[config.mk]
export PLATFORM = sky130hd
export DESIGN_NAME = camera_dsp_control_bank
export DESIGN_NICKNAME = d
export VERILOG_FILES = /design/src/include/dsp_bank_pkg.sv /design/src/core/camera_dsp_control_bank.sv
export SDC_FILE = /design/constraint.sdc
export NUM_CORES = 1
export LEC_CHECK = 0
export ABC_CLOCK_PERIOD_IN_PS = 2300
export BUFFER_PORTS_ARGS = -buffer_cell sky130_fd_sc_hd__buf_2
export CORE_MARGIN = 2
export CORE_UTILIZATION = 52
export CTS_CLUSTER_DIAMETER = 120
export CTS_CLUSTER_SIZE = 14
export DETAILED_ROUTE_END_ITERATION = 10
export GPL_ROUTABILITY_DRIVEN = 0
export PLACE_DENSITY = 0.77
export SLEW_MARGIN = 20
export SYNTH_ARGS = -nofsm -noshare
export SYNTH_HDL_FRONTEND = slang
export SYNTH_SLANG_ARGS = --single-unit
[constraint.sdc]
create_clock -name clk_i -period 2.3 [get_ports clk_i]
set_input_delay 0.46 -clock clk_i [delete_from_list [all_inputs] [get_ports clk_i]]
set_output_delay 0.46 -clock clk_i [all_outputs]
set_load 0.02 [all_outputs]
[src/include/dsp_bank_pkg.sv]
package dsp_bank_pkg;

    // serial bus identity bytes
    localparam logic [7:0] ID_WRITE = 8'h60;
    localparam logic [7:0] ID_READ = 8'h61;

    // bank page register and the value that exposes this bank
    localparam logic [7:0] PAGE_ADDR = 8'hFF;
    localparam logic [7:0] PAGE_THIS = 8'h00;
    localparam logic [7:0] PAGE_RST = 8'h00;

    // indirect effects port
    localparam logic [7:0] FX_DATA_ADDR = 8'h7D;
    localparam int FX_AW = 4;
    localparam int FX_DEPTH = 16;

    // directly mapped registers, entry index order
    localparam int NREG = 21;
    localparam int IX_BYPASS = 0;
    localparam int IX_QSCALE = 1;
    localparam int IX_DIVIDER = 2;
    localparam int IX_WIN_W = 3;
    localparam int IX_WIN_H = 4;
    localparam int IX_XOFF = 5;
    localparam int IX_YOFF = 6;
    localparam int IX_WIN_HIGH = 7;
    localparam int IX_DPATH = 8;
    localparam int IX_WIN_MSB = 9;
    localparam int IX_ZOOM_W = 10;
    localparam int IX_ZOOM_H = 11;
    localparam int IX_ZOOM_HI = 12;
    localparam int IX_FX_INDEX = 13;
    localparam int IX_ENABLE_B = 14;
    localparam int IX_ENABLE_C = 15;
    localparam int IX_SIZE_LOW = 16;
    localparam int IX_IMG_W = 17;
    localparam int IX_IMG_H = 18;
    localparam int IX_ENABLE_MAIN = 19;
    localparam int IX_ENABLE_PIPE = 20;

    localparam logic [NREG-1:0][7:0] REG_ADDR = {
        8'hC3, 8'hC2, 8'hC1, 8'hC0, 8'h8C, 8'h87, 8'h86,
        8'h7C, 8'h5C, 8'h5B, 8'h5A, 8'h57, 8'h56, 8'h55,
        8'h54, 8'h53, 8'h52, 8'h51, 8'h50, 8'h44, 8'h05};
    localparam logic [NREG-1:0][7:0] REG_RST = {
        8'hFF, 8'h0C, 8'h60, 8'h80, 8'h00, 8'h50, 8'h0D,
        8'h00, 8'h00, 8'h48, 8'h58, 8'h00, 8'h00, 8'h08,
        8'h00, 8'h00, 8'hF0, 8'h40, 8'h00, 8'h0C, 8'h01};

    // field layouts
    typedef struct packed {
        logic low_power_datapath;
        logic round_enable;
        logic [2:0] v_divider;
        logic [2:0] h_divider;
    } divider_reg_t;

    typedef struct packed {
        logic height_b8;
        logic [2:0] yoff_hi;
        logic width_b8;
        logic [2:0] xoff_hi;
    } window_hi_reg_t;

    typedef struct packed {
        logic [3:0] zoom_rate;
        logic rsvd;
        logic height_b8;
        logic [1:0] width_hi;
    } zoom_hi_reg_t;

    typedef struct packed {
        logic [1:0] rsvd;
        logic downscale_enable;
        logic special_effects;
        logic chroma_adjust_enable;
        logic chroma_average_enable;
        logic rsvd1;
        logic colour_matrix_enable;
    } enable_b_reg_t;

    typedef struct packed {
        logic black_pixel_fix_enable;
        logic white_pixel_fix_enable;
        logic [5:0] rsvd;
    } enable_c_reg_t;

    typedef struct packed {
        logic rsvd;
        logic width_b11;
        logic [2:0] width_lo;
        logic [2:0] height_lo;
    } size_low_reg_t;

    typedef struct packed {
        logic exposure_ctrl_enable;
        logic exposure_ctrl_select;
        logic stats_select;
        logic vertical_first;
        logic chroma_422_select;
        logic luma_chroma_path_enable;
        logic rgb_path_enable;
        logic raw_path_enable;
    } enable_main_reg_t;

    typedef struct packed {
        logic colour_interp_enable;
        logic dummy_enable;
        logic raw_gamma_enable;
        logic digital_gain_enable;
        logic white_balance_enable;
        logic white_balance_gain_enable;
        logic lens_correction_enable;
        logic preprocess_enable;
    } enable_pipe_reg_t;

    // decoded controls handed to the image pipe
    typedef struct packed {
        logic bypass_dsp;
        logic [7:0] quant_scale;
        divider_reg_t divider;
        logic [9:0] window_width;
        logic [8:0] window_height;
        logic [10:0] x_offset;
        logic [10:0] y_offset;
        logic [3:0] datapath_vertical_pick;
        logic [3:0] datapath_horizontal_pick;
        logic [9:0] zoom_out_width;
        logic [8:0] zoom_out_height;
        logic [3:0] zoom_rate;
        enable_b_reg_t enable_b;
        enable_c_reg_t enable_c;
        logic [11:0] image_width;
        logic [10:0] image_height;
        enable_main_reg_t enable_main;
        enable_pipe_reg_t enable_pipe;
        logic [7:0] bank_page;
    } dsp_ctrl_t;

    typedef enum logic [2:0] {
        ST_IDLE = 3'b000,
        ST_RX = 3'b001,
        ST_RX_END = 3'b010,
        ST_ACK = 3'b011,
        ST_TX = 3'b100,
        ST_TX_ACK = 3'b101,
        ST_TX_LOAD = 3'b110
    } sccb_state_t;

    typedef enum logic [1:0] {
        PH_ID = 2'b00,
        PH_SUB = 2'b01,
        PH_DATA = 2'b10
    } phase_t;

    typedef struct packed {
        sccb_state_t st;
        phase_t ph;
        logic rd;
        logic [2:0] bits;
        logic [7:0] shift;
        logic [7:0] addr;
        logic [7:0] page;
        logic scl;
        logic sda;
        logic oen;
        logic [NREG-1:0][7:0] regs;
        logic [FX_DEPTH-1:0][7:0] fx;
    } state_t;

    localparam state_t STATE_RST = '{
        st: ST_IDLE, ph: PH_ID, rd: 1'b0, bits: 3'h0,
        shift: 8'h00, addr: 8'h00, page: PAGE_RST,
        scl: 1'b1, sda: 1'b1, oen: 1'b1,
        regs: REG_RST, fx: '0};

endpackage

[src/core/camera_dsp_control_bank.sv]
// Operation
// - register FF picks the visible bank; 00 shows this bank, 01 the other
// - every single-bit enable: 1 means on, 0 means off
// - host uses id byte 60 to write, 61 to read; others ignored
// - register 05 bit 0 set bypasses the dsp; cleared uses it; default bypass
// - register 50 holds vertical divider 5:3 and horizontal divider 2:0
// - register 50 bit 7 low-power datapath, bit 6 rounding
// - window width ten bits in fours: 51, 55 bit 3, 57 bit 7
// - height nine bits via 55 bit 7; offsets eleven bits via 55
// - register 56 holds vertical pick 7:4 and horizontal pick 3:0
// - zoom width ten bits, height nine, zoom rate in 5C bits 7:4
// - effects reached indirectly: index at 7C, data through 7D
// - register 86 enables downscale, effects, chroma adjust/average, matrix
// - register 87 enables black and white pixel fix; default 50
// - image size twelve by eleven bits from C0, C1 and 8C
// - register C2 holds exposure, stats, order, 422 and path enables
// - register C3 holds the eight pipe stage enables; default FF
module camera_dsp_control_bank
    import dsp_bank_pkg::*;
(
    // clock and reset
    input logic clk_i,
    input logic resetn_i,
    // serial control pins
    input logic sio_c_i,
    input logic sio_d_i,
    output logic sio_d_o,
    output logic sio_d_oen_o,
    // decoded controls
    output dsp_ctrl_t ctrl_o,
    output logic [FX_DEPTH-1:0][7:0] effects_table_o
);

    state_t s_q;
    state_t s_d;
    logic [NREG-1:0] hit;
    logic [NREG-1:0][7:0] rd_part;
    logic [7:0] rdata;
    logic [7:0] byte_in;
    logic [FX_AW-1:0] fx_idx;
    logic scl_rise;
    logic scl_fall;
    logic start_c;
    logic stop_c;

    divider_reg_t dv;
    window_hi_reg_t wh;
    zoom_hi_reg_t zh;
    size_low_reg_t sl;

    // pins are sampled already synchronous, one stage gives the edges
    assign scl_rise = sio_c_i & ~s_q.scl;
    assign scl_fall = ~sio_c_i & s_q.scl;
    assign start_c = sio_c_i & s_q.scl & s_q.sda & ~sio_d_i;
    assign stop_c = sio_c_i & s_q.scl & ~s_q.sda & sio_d_i;
    assign byte_in = {s_q.shift[6:0], sio_d_i};

    assign fx_idx = s_q.regs[IX_FX_INDEX][FX_AW-1:0];

    // per-entry decode and read lanes
    for (genvar i = 0; i < NREG; i++) begin : g_reg
        assign hit[i] = (s_q.addr == REG_ADDR[i]);
        assign rd_part[i] = hit[i] ? s_q.regs[i] : 8'h00;
    end

    always_comb begin
        rdata = 8'h00;
        for (int i = 0; i < NREG; i++) begin
            rdata = rdata | rd_part[i];
        end
        if (s_q.addr == PAGE_ADDR) begin
            rdata = s_q.page;
        end else if (s_q.page != PAGE_THIS) begin
            // other bank lives elsewhere, read back as zero
            rdata = 8'h00;
        end else if (s_q.addr == FX_DATA_ADDR) begin
            rdata = s_q.fx[fx_idx];
        end
        // unmatched reserved addresses fall through as zero
    end

    // bus engine
    always_comb begin
        s_d = s_q;
        s_d.scl = sio_c_i;
        s_d.sda = sio_d_i;
        if (stop_c) begin
            s_d.st = ST_IDLE;
            s_d.oen = 1'b1;
        end else if (start_c) begin
            // repeated start restarts cleanly from any state
            s_d.st = ST_RX;
            s_d.ph = PH_ID;
            s_d.bits = 3'h0;
            s_d.oen = 1'b1;
        end else begin
            case (s_q.st)
                ST_IDLE: begin
                    s_d.oen = 1'b1;
                end
                ST_RX: begin
                    if (scl_rise) begin
                        s_d.shift = byte_in;
                        s_d.bits = s_q.bits + 3'h1;
                        if (s_q.bits == 3'h7) begin
                            s_d.st = ST_RX_END;
                        end
                    end
                end
                ST_RX_END: begin
                    if (scl_fall) begin
                        s_d.st = ST_ACK;
                        s_d.oen = 1'b0;
                        s_d.bits = 3'h0;
                        case (s_q.ph)
                            PH_ID: begin
                                if (s_q.shift == ID_WRITE) begin
                                    s_d.rd = 1'b0;
                                    s_d.ph = PH_SUB;
                                end else if (s_q.shift == ID_READ) begin
                                    s_d.rd = 1'b1;
                                    s_d.ph = PH_DATA;
                                end else begin
                                    // foreign id: stay off the line
                                    s_d.st = ST_IDLE;
                                    s_d.oen = 1'b1;
                                end
                            end
                            PH_SUB: begin
                                s_d.addr = s_q.shift;
                                s_d.ph = PH_DATA;
                            end
                            default: begin
                                if (s_q.addr == PAGE_ADDR) begin
                                    s_d.page = s_q.shift;
                                end else if (s_q.page == PAGE_THIS) begin
                                    if (s_q.addr == FX_DATA_ADDR) begin
                                        s_d.fx[fx_idx] = s_q.shift;
                                    end
                                    // reserved addresses match no entry
                                    for (int i = 0; i < NREG; i++) begin
                                        if (hit[i]) begin
                                            s_d.regs[i] = s_q.shift;
                                        end
                                    end
                                end
                                // burst writes walk up the address space
                                s_d.addr = s_q.addr + 8'h01;
                            end
                        endcase
                    end
                end
                ST_ACK: begin
                    if (scl_fall) begin
                        if (s_q.rd) begin
                            s_d.st = ST_TX;
                            s_d.shift = rdata;
                            s_d.oen = rdata[7];
                        end else begin
                            s_d.st = ST_RX;
                            s_d.oen = 1'b1;
                        end
                    end
                end
                ST_TX: begin
                    if (scl_fall) begin
                        if (s_q.bits == 3'h7) begin
                            s_d.st = ST_TX_ACK;
                            s_d.oen = 1'b1;
                        end else begin
                            s_d.bits = s_q.bits + 3'h1;
                            s_d.shift = {s_q.shift[6:0], 1'b0};
                            s_d.oen = s_q.shift[6];
                        end
                    end
                end
                ST_TX_ACK: begin
                    if (scl_rise) begin
                        if (sio_d_i) begin
                            // host declined more data
                            s_d.st = ST_IDLE;
                        end else begin
                            s_d.addr = s_q.addr + 8'h01;
                            s_d.st = ST_TX_LOAD;
                        end
                    end
                end
                ST_TX_LOAD: begin
                    if (scl_fall) begin
                        s_d.st = ST_TX;
                        s_d.bits = 3'h0;
                        s_d.shift = rdata;
                        s_d.oen = rdata[7];
                    end
                end
                default: begin
                    s_d.st = ST_IDLE;
                    s_d.oen = 1'b1;
                end
            endcase
        end
    end

    always_ff @(posedge clk_i or negedge resetn_i) begin
        if (!resetn_i) begin
            s_q <= STATE_RST;
        end else begin
            s_q <= s_d;
        end
    end

    // open drain: only ever pulls low
    assign sio_d_o = 1'b0;
    assign sio_d_oen_o = s_q.oen;
    assign effects_table_o = s_q.fx;

    // field views
    assign dv = divider_reg_t'(s_q.regs[IX_DIVIDER]);
    assign wh = window_hi_reg_t'(s_q.regs[IX_WIN_HIGH]);
    assign zh = zoom_hi_reg_t'(s_q.regs[IX_ZOOM_HI]);
    assign sl = size_low_reg_t'(s_q.regs[IX_SIZE_LOW]);

    // all controls are plain flop bits, 1 means on
    always_comb begin
        ctrl_o.bypass_dsp = s_q.regs[IX_BYPASS][0];
        ctrl_o.quant_scale = s_q.regs[IX_QSCALE];
        ctrl_o.divider = dv;
        ctrl_o.window_width = {s_q.regs[IX_WIN_MSB][7], wh.width_b8,
            s_q.regs[IX_WIN_W]};
        ctrl_o.window_height = {wh.height_b8, s_q.regs[IX_WIN_H]};
        ctrl_o.x_offset = {wh.xoff_hi, s_q.regs[IX_XOFF]};
        ctrl_o.y_offset = {wh.yoff_hi, s_q.regs[IX_YOFF]};
        ctrl_o.datapath_vertical_pick = s_q.regs[IX_DPATH][7:4];
        ctrl_o.datapath_horizontal_pick = s_q.regs[IX_DPATH][3:0];
        ctrl_o.zoom_out_width = {zh.width_hi, s_q.regs[IX_ZOOM_W]};
        ctrl_o.zoom_out_height = {zh.height_b8, s_q.regs[IX_ZOOM_H]};
        ctrl_o.zoom_rate = zh.zoom_rate;
        ctrl_o.enable_b = enable_b_reg_t'(s_q.regs[IX_ENABLE_B]);
        ctrl_o.enable_c = enable_c_reg_t'(s_q.regs[IX_ENABLE_C]);
        ctrl_o.image_width = {sl.width_b11, s_q.regs[IX_IMG_W],
            sl.width_lo};
        ctrl_o.image_height = {s_q.regs[IX_IMG_H], sl.height_lo};
        ctrl_o.enable_main =
            enable_main_reg_t'(s_q.regs[IX_ENABLE_MAIN]);
        ctrl_o.enable_pipe =
            enable_pipe_reg_t'(s_q.regs[IX_ENABLE_PIPE]);
        ctrl_o.bank_page = s_q.page;
    end

endmodule

==> summary.txt, run 1 <==
Yosys
  • Ys flop type: dfrtp_1
  • Avg Cell Area, Syn: 11.96 µm²
  • Synth warn: 0
  • Yosys cell types: a little under 80
  • Synthesized cell area: 18310 µm²
  • Cells after Synth: ~1500
  • Proportion of synthesized chip area in sequential cells: a little under half
  • EDFF count, synth: 0
  • FFs w/ async S/R, synth: 100.0%
  • Register bit total from synthesis: 332
  • Synth Net Count: ~1500

Timing
  • RSZ-0062 raised after global routing: true
  • FMAX: approximately 400 MHz
  • Worst slew pin tran: 0.9108 ns
  • Max-slew headroom: 39.15%
  • Hold WS: 0.1643 ns
  • Fin crit period: between 2 and 3 ns
  • Setup_tns: -25.89 ns
  • Fin Clk Skew: 0.03231 ns
  • Tcrit/Tclk final: 108.9%
  • Final Worst Setup Slack: -0.2039 ns
  • Final setup viols: a little under 300
  • Fin. Hold Viols: 0
  • Final Max Slew Viols: 0

Worst setup path
  • Crit path arrival time: roughly 2.9 ns
  • Critical path required time: 2.74 ns
  • Slowest-stage cell, CP: or4_4
  • Largest stage delay, worst path: roughly 0.57 ns
  • Dominant delay contributor by cell family on the critical path: simple AND/OR/NAND/NOR gates
  • CP cell instances: buf_6, ha_1, buf_6, buf_4, a22o_1, a22oi_1, nand4_1, or4_4, o2bb2ai_2
  • Critical path class: register to register
  • Origin of the worst setup path: s_q[307]
  • Worst-case reg-to-reg path depth: 9
  • Worst flop-to-flop path endpoint: byte_in[4]
  • Reg-to-reg slack, setup: -0.20 ns
  • Cell mode on critical path: buf_6
  • Crit Path Max Fanout: 5
  • Type of origin of the critical path: register
  • Reg2reg start: s_q[307]
  • Worst setup endpoint: byte_in[4]
  • WP buf/inv: 3
  • Crit. End Element: register
  • Critical path depth: 9

GRT
  • Largest net degree at the start of global routing: 75
  • Initial antenna violation count: 0
  • Total gr overflow: 0
  • First-pass GRT wire length: ~84 mm
  • Vias in the first global route: roughly 13000
  • GRT Total Usage: between 30% and 40%

Power and ir drop
  • Clock power frac: a little under two fifths
  • Combinational power share: between 10 and 15%
  • Peak supply drop: slightly above 800 µV
  • Switching part of the total power: 29.75%
  • Leakage: approximately 0.011 µW
  • Internal power: between 8000 and 9000 µW
  • Sequential power share: between 40 and 50%
  • Pwr Density: about 560 nW/µm²
  • Switching pwr: approximately 3600 µW

Die
  • Die H: approximately 190 µm
  • Row cnt: 68
  • Initial Util: approximately 53%
  • Die ar.: 36720 µm²
  • Die Wd: between 150 and 200 µm
  • Core Region: 34630 µm²
  • # IOs: 286

Clock tree
  • Clock Path Buffers: 3
  • CTS clk-pin slew, worst paths: ~0.080 ns
  • CTS buffer count: 27
  • CTS tree: built
  • TritonCTS Sinks: 332
  • Clk_lat worst skew: between 0.5 and 0.6 ns
  • Clock root buffer master: clkbuf_16
  • CTS H-tree depth: 1

Placement
  • Hpwl dp: 39.63 mm
  • # port buffers: between 200 and 300
  • Place WS: -0.4396 ns

Worst hold path
  • Hold/Removal Path Class: primary input to register

Route
  • Drt wl/cell: 26.81 µm
  • Drt drc: 0
  • Via count: around 14000
  • Pre-antenna DRT Iters: 7
  • Detail Route Antenna Nets: 0
  • Routed wire length: a little under 60 mm
  • Initial DRC count: 1694
  • Vias/cell: roughly 6.3

Finish
  • Antenna diodes: 0
  • P&R area growth vs syn: 17.62%
  • Share of layout cells above drive strength 1: roughly 60%
  • Final nets: 1709
  • Number of fill cells in the layout: between 2000 and 3000

Flow run
  • Max Cap Viol: 0

Outcome
  • Failing checks: setup timing
  • Status: finished, violations left
[Yosys cell counts, types with 8 or more instances]
cell type	number	share of area, %
nand2b_1	9	0.31
buf_2	21	0.57
buf_4	282	12
clkbuf_1	70	1.4
mux2_1	11	0.68
nand3_4	11	1.1
inv_1	13	0.27
nand2_1	48	0.98
dfstp_2	35	5.0
a221oi_1	14	0.67
mux2i_1	21	1.1
o22ai_1	8	0.27
dfrtp_1	297	41
a22oi_1	32	1.3
a22o_1	12	0.57
nor3_1	13	0.36
mux2_2	293	18
mux4_2	32	3.9
nand4_1	13	0.44
a21oi_1	27	0.74
and3_1	13	0.44
o21ai_0	26	0.71
nor2_1	39	0.80
and2_1	9	0.31
nor2b_1	9	0.31
nand3_1	33	0.90
[how the worst min path moves through the flow]
stage	from	end	slack, ns	cells past startpoint
after floorplan	resetn_i	asynchronous set/reset pin	0.16	0
after global placement	resetn_i	asynchronous set/reset pin	0.42	1
after detailed placement	resetn_i	asynchronous set/reset pin	0.42	1
after CTS	sio_c_i	s_q[298]	0.16	2
after global routing	sio_c_i	s_q[298]	0.16	2
final	sio_c_i	s_q[298]	0.16	2
[power groups by stage]
stage | logic [µW] | registers (µW) | clock network, µW
finish | 1680 | 5990 | 4500
global route | 1760 | 6000 | 4730
CTS | 1600 | 5990 | 4490
detailed placement | 1580 | 6100 | 0
global placement | 1540 | 6090 | 0
floorplan | 738 | 6120 | 0
[routing by layer]
layer / routed length, µm / track usage [%]
met5: 0 / 0
met1: 22760 / 42.11
met3: 6484 / 7.893
met4: 3224 / 13.22
met2: 25820 / 45.52
[area by class of cell]
class / count / area, µm² / share of cell area (%)
well taps: 455 / 569.3 / 2.644
multi-input cells: 804 / 8118 / 37.70
inverters: 14 / 52.55 / 0.2440
clock buffers: 48 / 754.5 / 3.504
clock inverters: 1 / 30.03 / 0.1395
flip-flops and latches: 332 / 8359 / 38.82
repair buffers: 520 / 3650 / 16.95
[stage by stage]
step / total power (µW) / util [%] / cells / area [µm²]
after CTS: 12080 / 60.40 / 2158 / 20920
after floorplan: 6859 / - / 1531 / 18320
after global placement: 7627 / 56.53 / 2100 / 19580
final: 12160 / 62.18 / 2174 / 21530
after global routing: 12490 / 62.18 / 2174 / 21530
after detailed placement: 7672 / 56.53 / 2100 / 19580
[what timing repair did]
action | CTS | global route
endpoints found under the hold margin | 45 | 0
setup buffers | 15 | 19
gates resized for setup | 115 | 103
pin swaps | 32 | 43
endpoints found under the setup margin | 302 | 302
cloned | 1 | 0
hold buffers | 1 | 0
[logic make-up (layout without fill, tap and decap cells)]
| group | after synthesis | in the layout | synth area share, % |
|---|---|---|---|
| AOI/OAI and AO/OA | 190 | 190 | 7.559 |
| xor gates and xnor gates | 1 | 1 | 0.04785 |
| adders and majority gates | 6 | 6 | 0.4100 |
| buffers and inverters | 395 | 583 | 14.07 |
| DFF | 332 | 332 | 45.62 |
| muxes | 357 | 357 | 23.78 |
| other | 1 | 1 | 0.02048 |
| and+or+nand+nor | 249 | 249 | 8.495 |
[cells in the final DEF (no fill, tap or decap), drive strengths merged, types with 13 or more instances in the layout]
cell type,instances
dfrtp,297
buf,519
clkbuf,48
mux2,304
nor4,13
nand4,13
a21oi,27
and3,13
mux4,32
a221oi,14
a22oi,32
nand3,46
mux2i,21
nor3,14
nor2,40
nand2,51
dfstp,35
o21ai,26
inv,14
Note: power is estimated with default switching activity, not from simulation.
==> run 2, diff against run 1 <==
Settings changed: CTS_BUF_LIST set to sky130_fd_sc_hd__clkbuf_16.
==> summary.txt, run 2 (synthesis results as in run 1) <==
Outcome
  • Status: finished, violations left
  • Failing checks: setup timing

Die
  • Row cnt: slightly below 70
  • Initial Util: about 53%
  • Die ar.: 36720 µm²
  • Core Region: 34630 µm²
  • # IOs: around 290
  • Die H: roughly 190 µm
  • Die Wd: approximately 190 µm

Route
  • Vias/cell: around 6.4
  • Pre-antenna DRT Iters: 8
  • Via count: about 14000
  • Detail Route Antenna Nets: 0
  • Routed wire length: around 60 mm
  • Initial DRC count: a little under 2000
  • Drt drc: 0
  • Drt wl/cell: 27.36 µm

Timing
  • Worst slew pin tran: between 0.6 and 0.7 ns
  • FMAX: about 400 MHz
  • Fin Clk Skew: 0.02437 ns
  • Max-slew headroom: 53.82%
  • Final setup viols: ~300
  • Fin crit period: roughly 2.6 ns
  • Final Max Slew Viols: 0
  • Tcrit/Tclk final: 111.8%
  • RSZ-0062 raised after global routing: true
  • Final Worst Setup Slack: -0.2712 ns
  • Fin. Hold Viols: 0
  • Hold WS: between 0.15 and 0.2 ns

Worst setup path
  • Slowest-stage cell, CP: o31ai_4
  • Type of origin of the critical path: register
  • Largest stage delay, worst path: approximately 0.49 ns
  • Critical path class: register to register
  • Critical path required time: roughly 2.7 ns
  • Reg2reg start: s_q[311]
  • Reg-to-reg slack, setup: -0.27 ns
  • Crit path arrival time: approximately 3 ns
  • Worst flop-to-flop path endpoint: byte_in[3]
  • Crit Path Max Fanout: 10
  • Cell mode on critical path: buf_4
  • Origin of the worst setup path: s_q[311]
  • Worst-case reg-to-reg path depth: 10
  • Crit. End Element: register
  • Worst setup endpoint: byte_in[3]
  • CP cell instances: buf_4, nand4bb_4, buf_4, buf_4, nor2_1, buf_4, a32oi_2, nand4_1, o31ai_4, a221oi_2

Finish
  • Most frequent cells in the layout: 291 x dfrtp_1, 283 x buf_2, 240 x mux2_2
  • Final nets: approximately 1700
  • FF/Latch Area: 8359 µm²
  • P&R area growth vs syn: 19.57%
  • Commonest non-fill, non-tap cell in the layout: dfrtp_1
  • Number of fill cells in the layout: roughly 2400
  • Multi-input gate area: between 8000 and 9000 µm²
  • Share of layout cells above drive strength 1: between 60% and 70%
  • Post-Layout Cell Count: about 2200
  • Antenna diodes: 0

Power and ir drop
  • Peak supply drop: 640.4 µV
  • Pwr Density: roughly 550 nW/µm²
  • Leakage: ~0.011 µW

Clock tree
  • Clock Path Buffers: 3
  • CTS buffer count: 27
  • TritonCTS Sinks: about 330
  • Clock root buffer master: clkbuf_16
  • CTS tree: built
  • CTS H-tree depth: 1
  • CTS clk-pin slew, worst paths: approximately 0.08 ns
  • Clk_lat worst skew: 0.57 ns

GRT
  • First-pass GRT wire length: between 80 and 90 mm
  • Vias in the first global route: approximately 13000
  • GRT Total Usage: a little under a third
  • Initial antenna violation count: 0
  • Total gr overflow: 0
  • Largest net degree at the start of global routing: 75

Placement
  • # port buffers: 284
  • Hpwl dp: 39.63 mm
  • Place WS: -0.4396 ns
  • Placed cell count: between 2000 and 2500

Worst hold path
  • Hold/Removal Path Class: primary input to register

Flow run
  • Max Cap Viol: 0
## run 2: worst min-delay path by stage
stage | start | end | slack [ns] | cells after the start
detailed placement | resetn_i | asynchronous set/reset pin | 0.42 | 1
finish | sio_c_i | s_q[298] | 0.16 | 2
CTS | sio_c_i | s_q[298] | 0.16 | 2
floorplan | resetn_i | asynchronous set/reset pin | 0.16 | 0
global placement | resetn_i | asynchronous set/reset pin | 0.42 | 1
global route | sio_c_i | s_q[298] | 0.15 | 2
## run 2: through the flow
step                power (µW)  util, %  setup TNS (ns)  area (µm²)
CTS                      11990    60.42          -17.80       20920
detailed placement        7672    56.53          -48.26       19580
floorplan                 6859        -               0       18320
finish                   12120    63.22          -35.21       21890
global placement          7627    56.53          -32.40       19580
global route             12420    63.22          -53.28       21890
## run 2: cell type report
cell class | count | area share, %
sequential | 332 | 38.19
inverter | 14 | 0.2515
timing repair buffer | 523 | 17.29
tap | 455 | 2.601
multi-input combinational | 804 | 38.09
clock inverter | 22 | 0.4973
clock buffer | 27 | 3.086
## run 2: power by group
part | leakage (µW) | switching (µW) | internal, µW
clock | 0.000459 | 2190 | 2220
combinational | 0.00619 | 1410 | 300
sequential | 0.00445 | 57.4 | 5930
## run 2: routing by layer
metal / GRT usage (%) / share of wire (%) / vias to the layer above
li1: - / - / 5624
met1: 41.96 / 39 / 6995
met2: 45.49 / 45 / 990
met3: 8.021 / 11 / 234
met4: 13.55 / 5.4 / 0
met5: 0 / 0 / -
## run 2: repair_timing
item | CTS | global route
endpoints found under the hold margin | 45 | 0
buffers inserted | 15 | 21
hold buffers | 1 | 0
resized for setup | 117 | 172
gates cloned | 1 | 4
endpoints found under the setup margin | 302 | 302
pin swaps | 32 | 45
## run 2: critical path, delay by kind of cell (launching register included)
family / cells / cell delay [ns]
compound gates: 3 / 0.82
simple gates: 3 / 0.45
buf+inv: 4 / 0.68
flops: 1 / 0.46
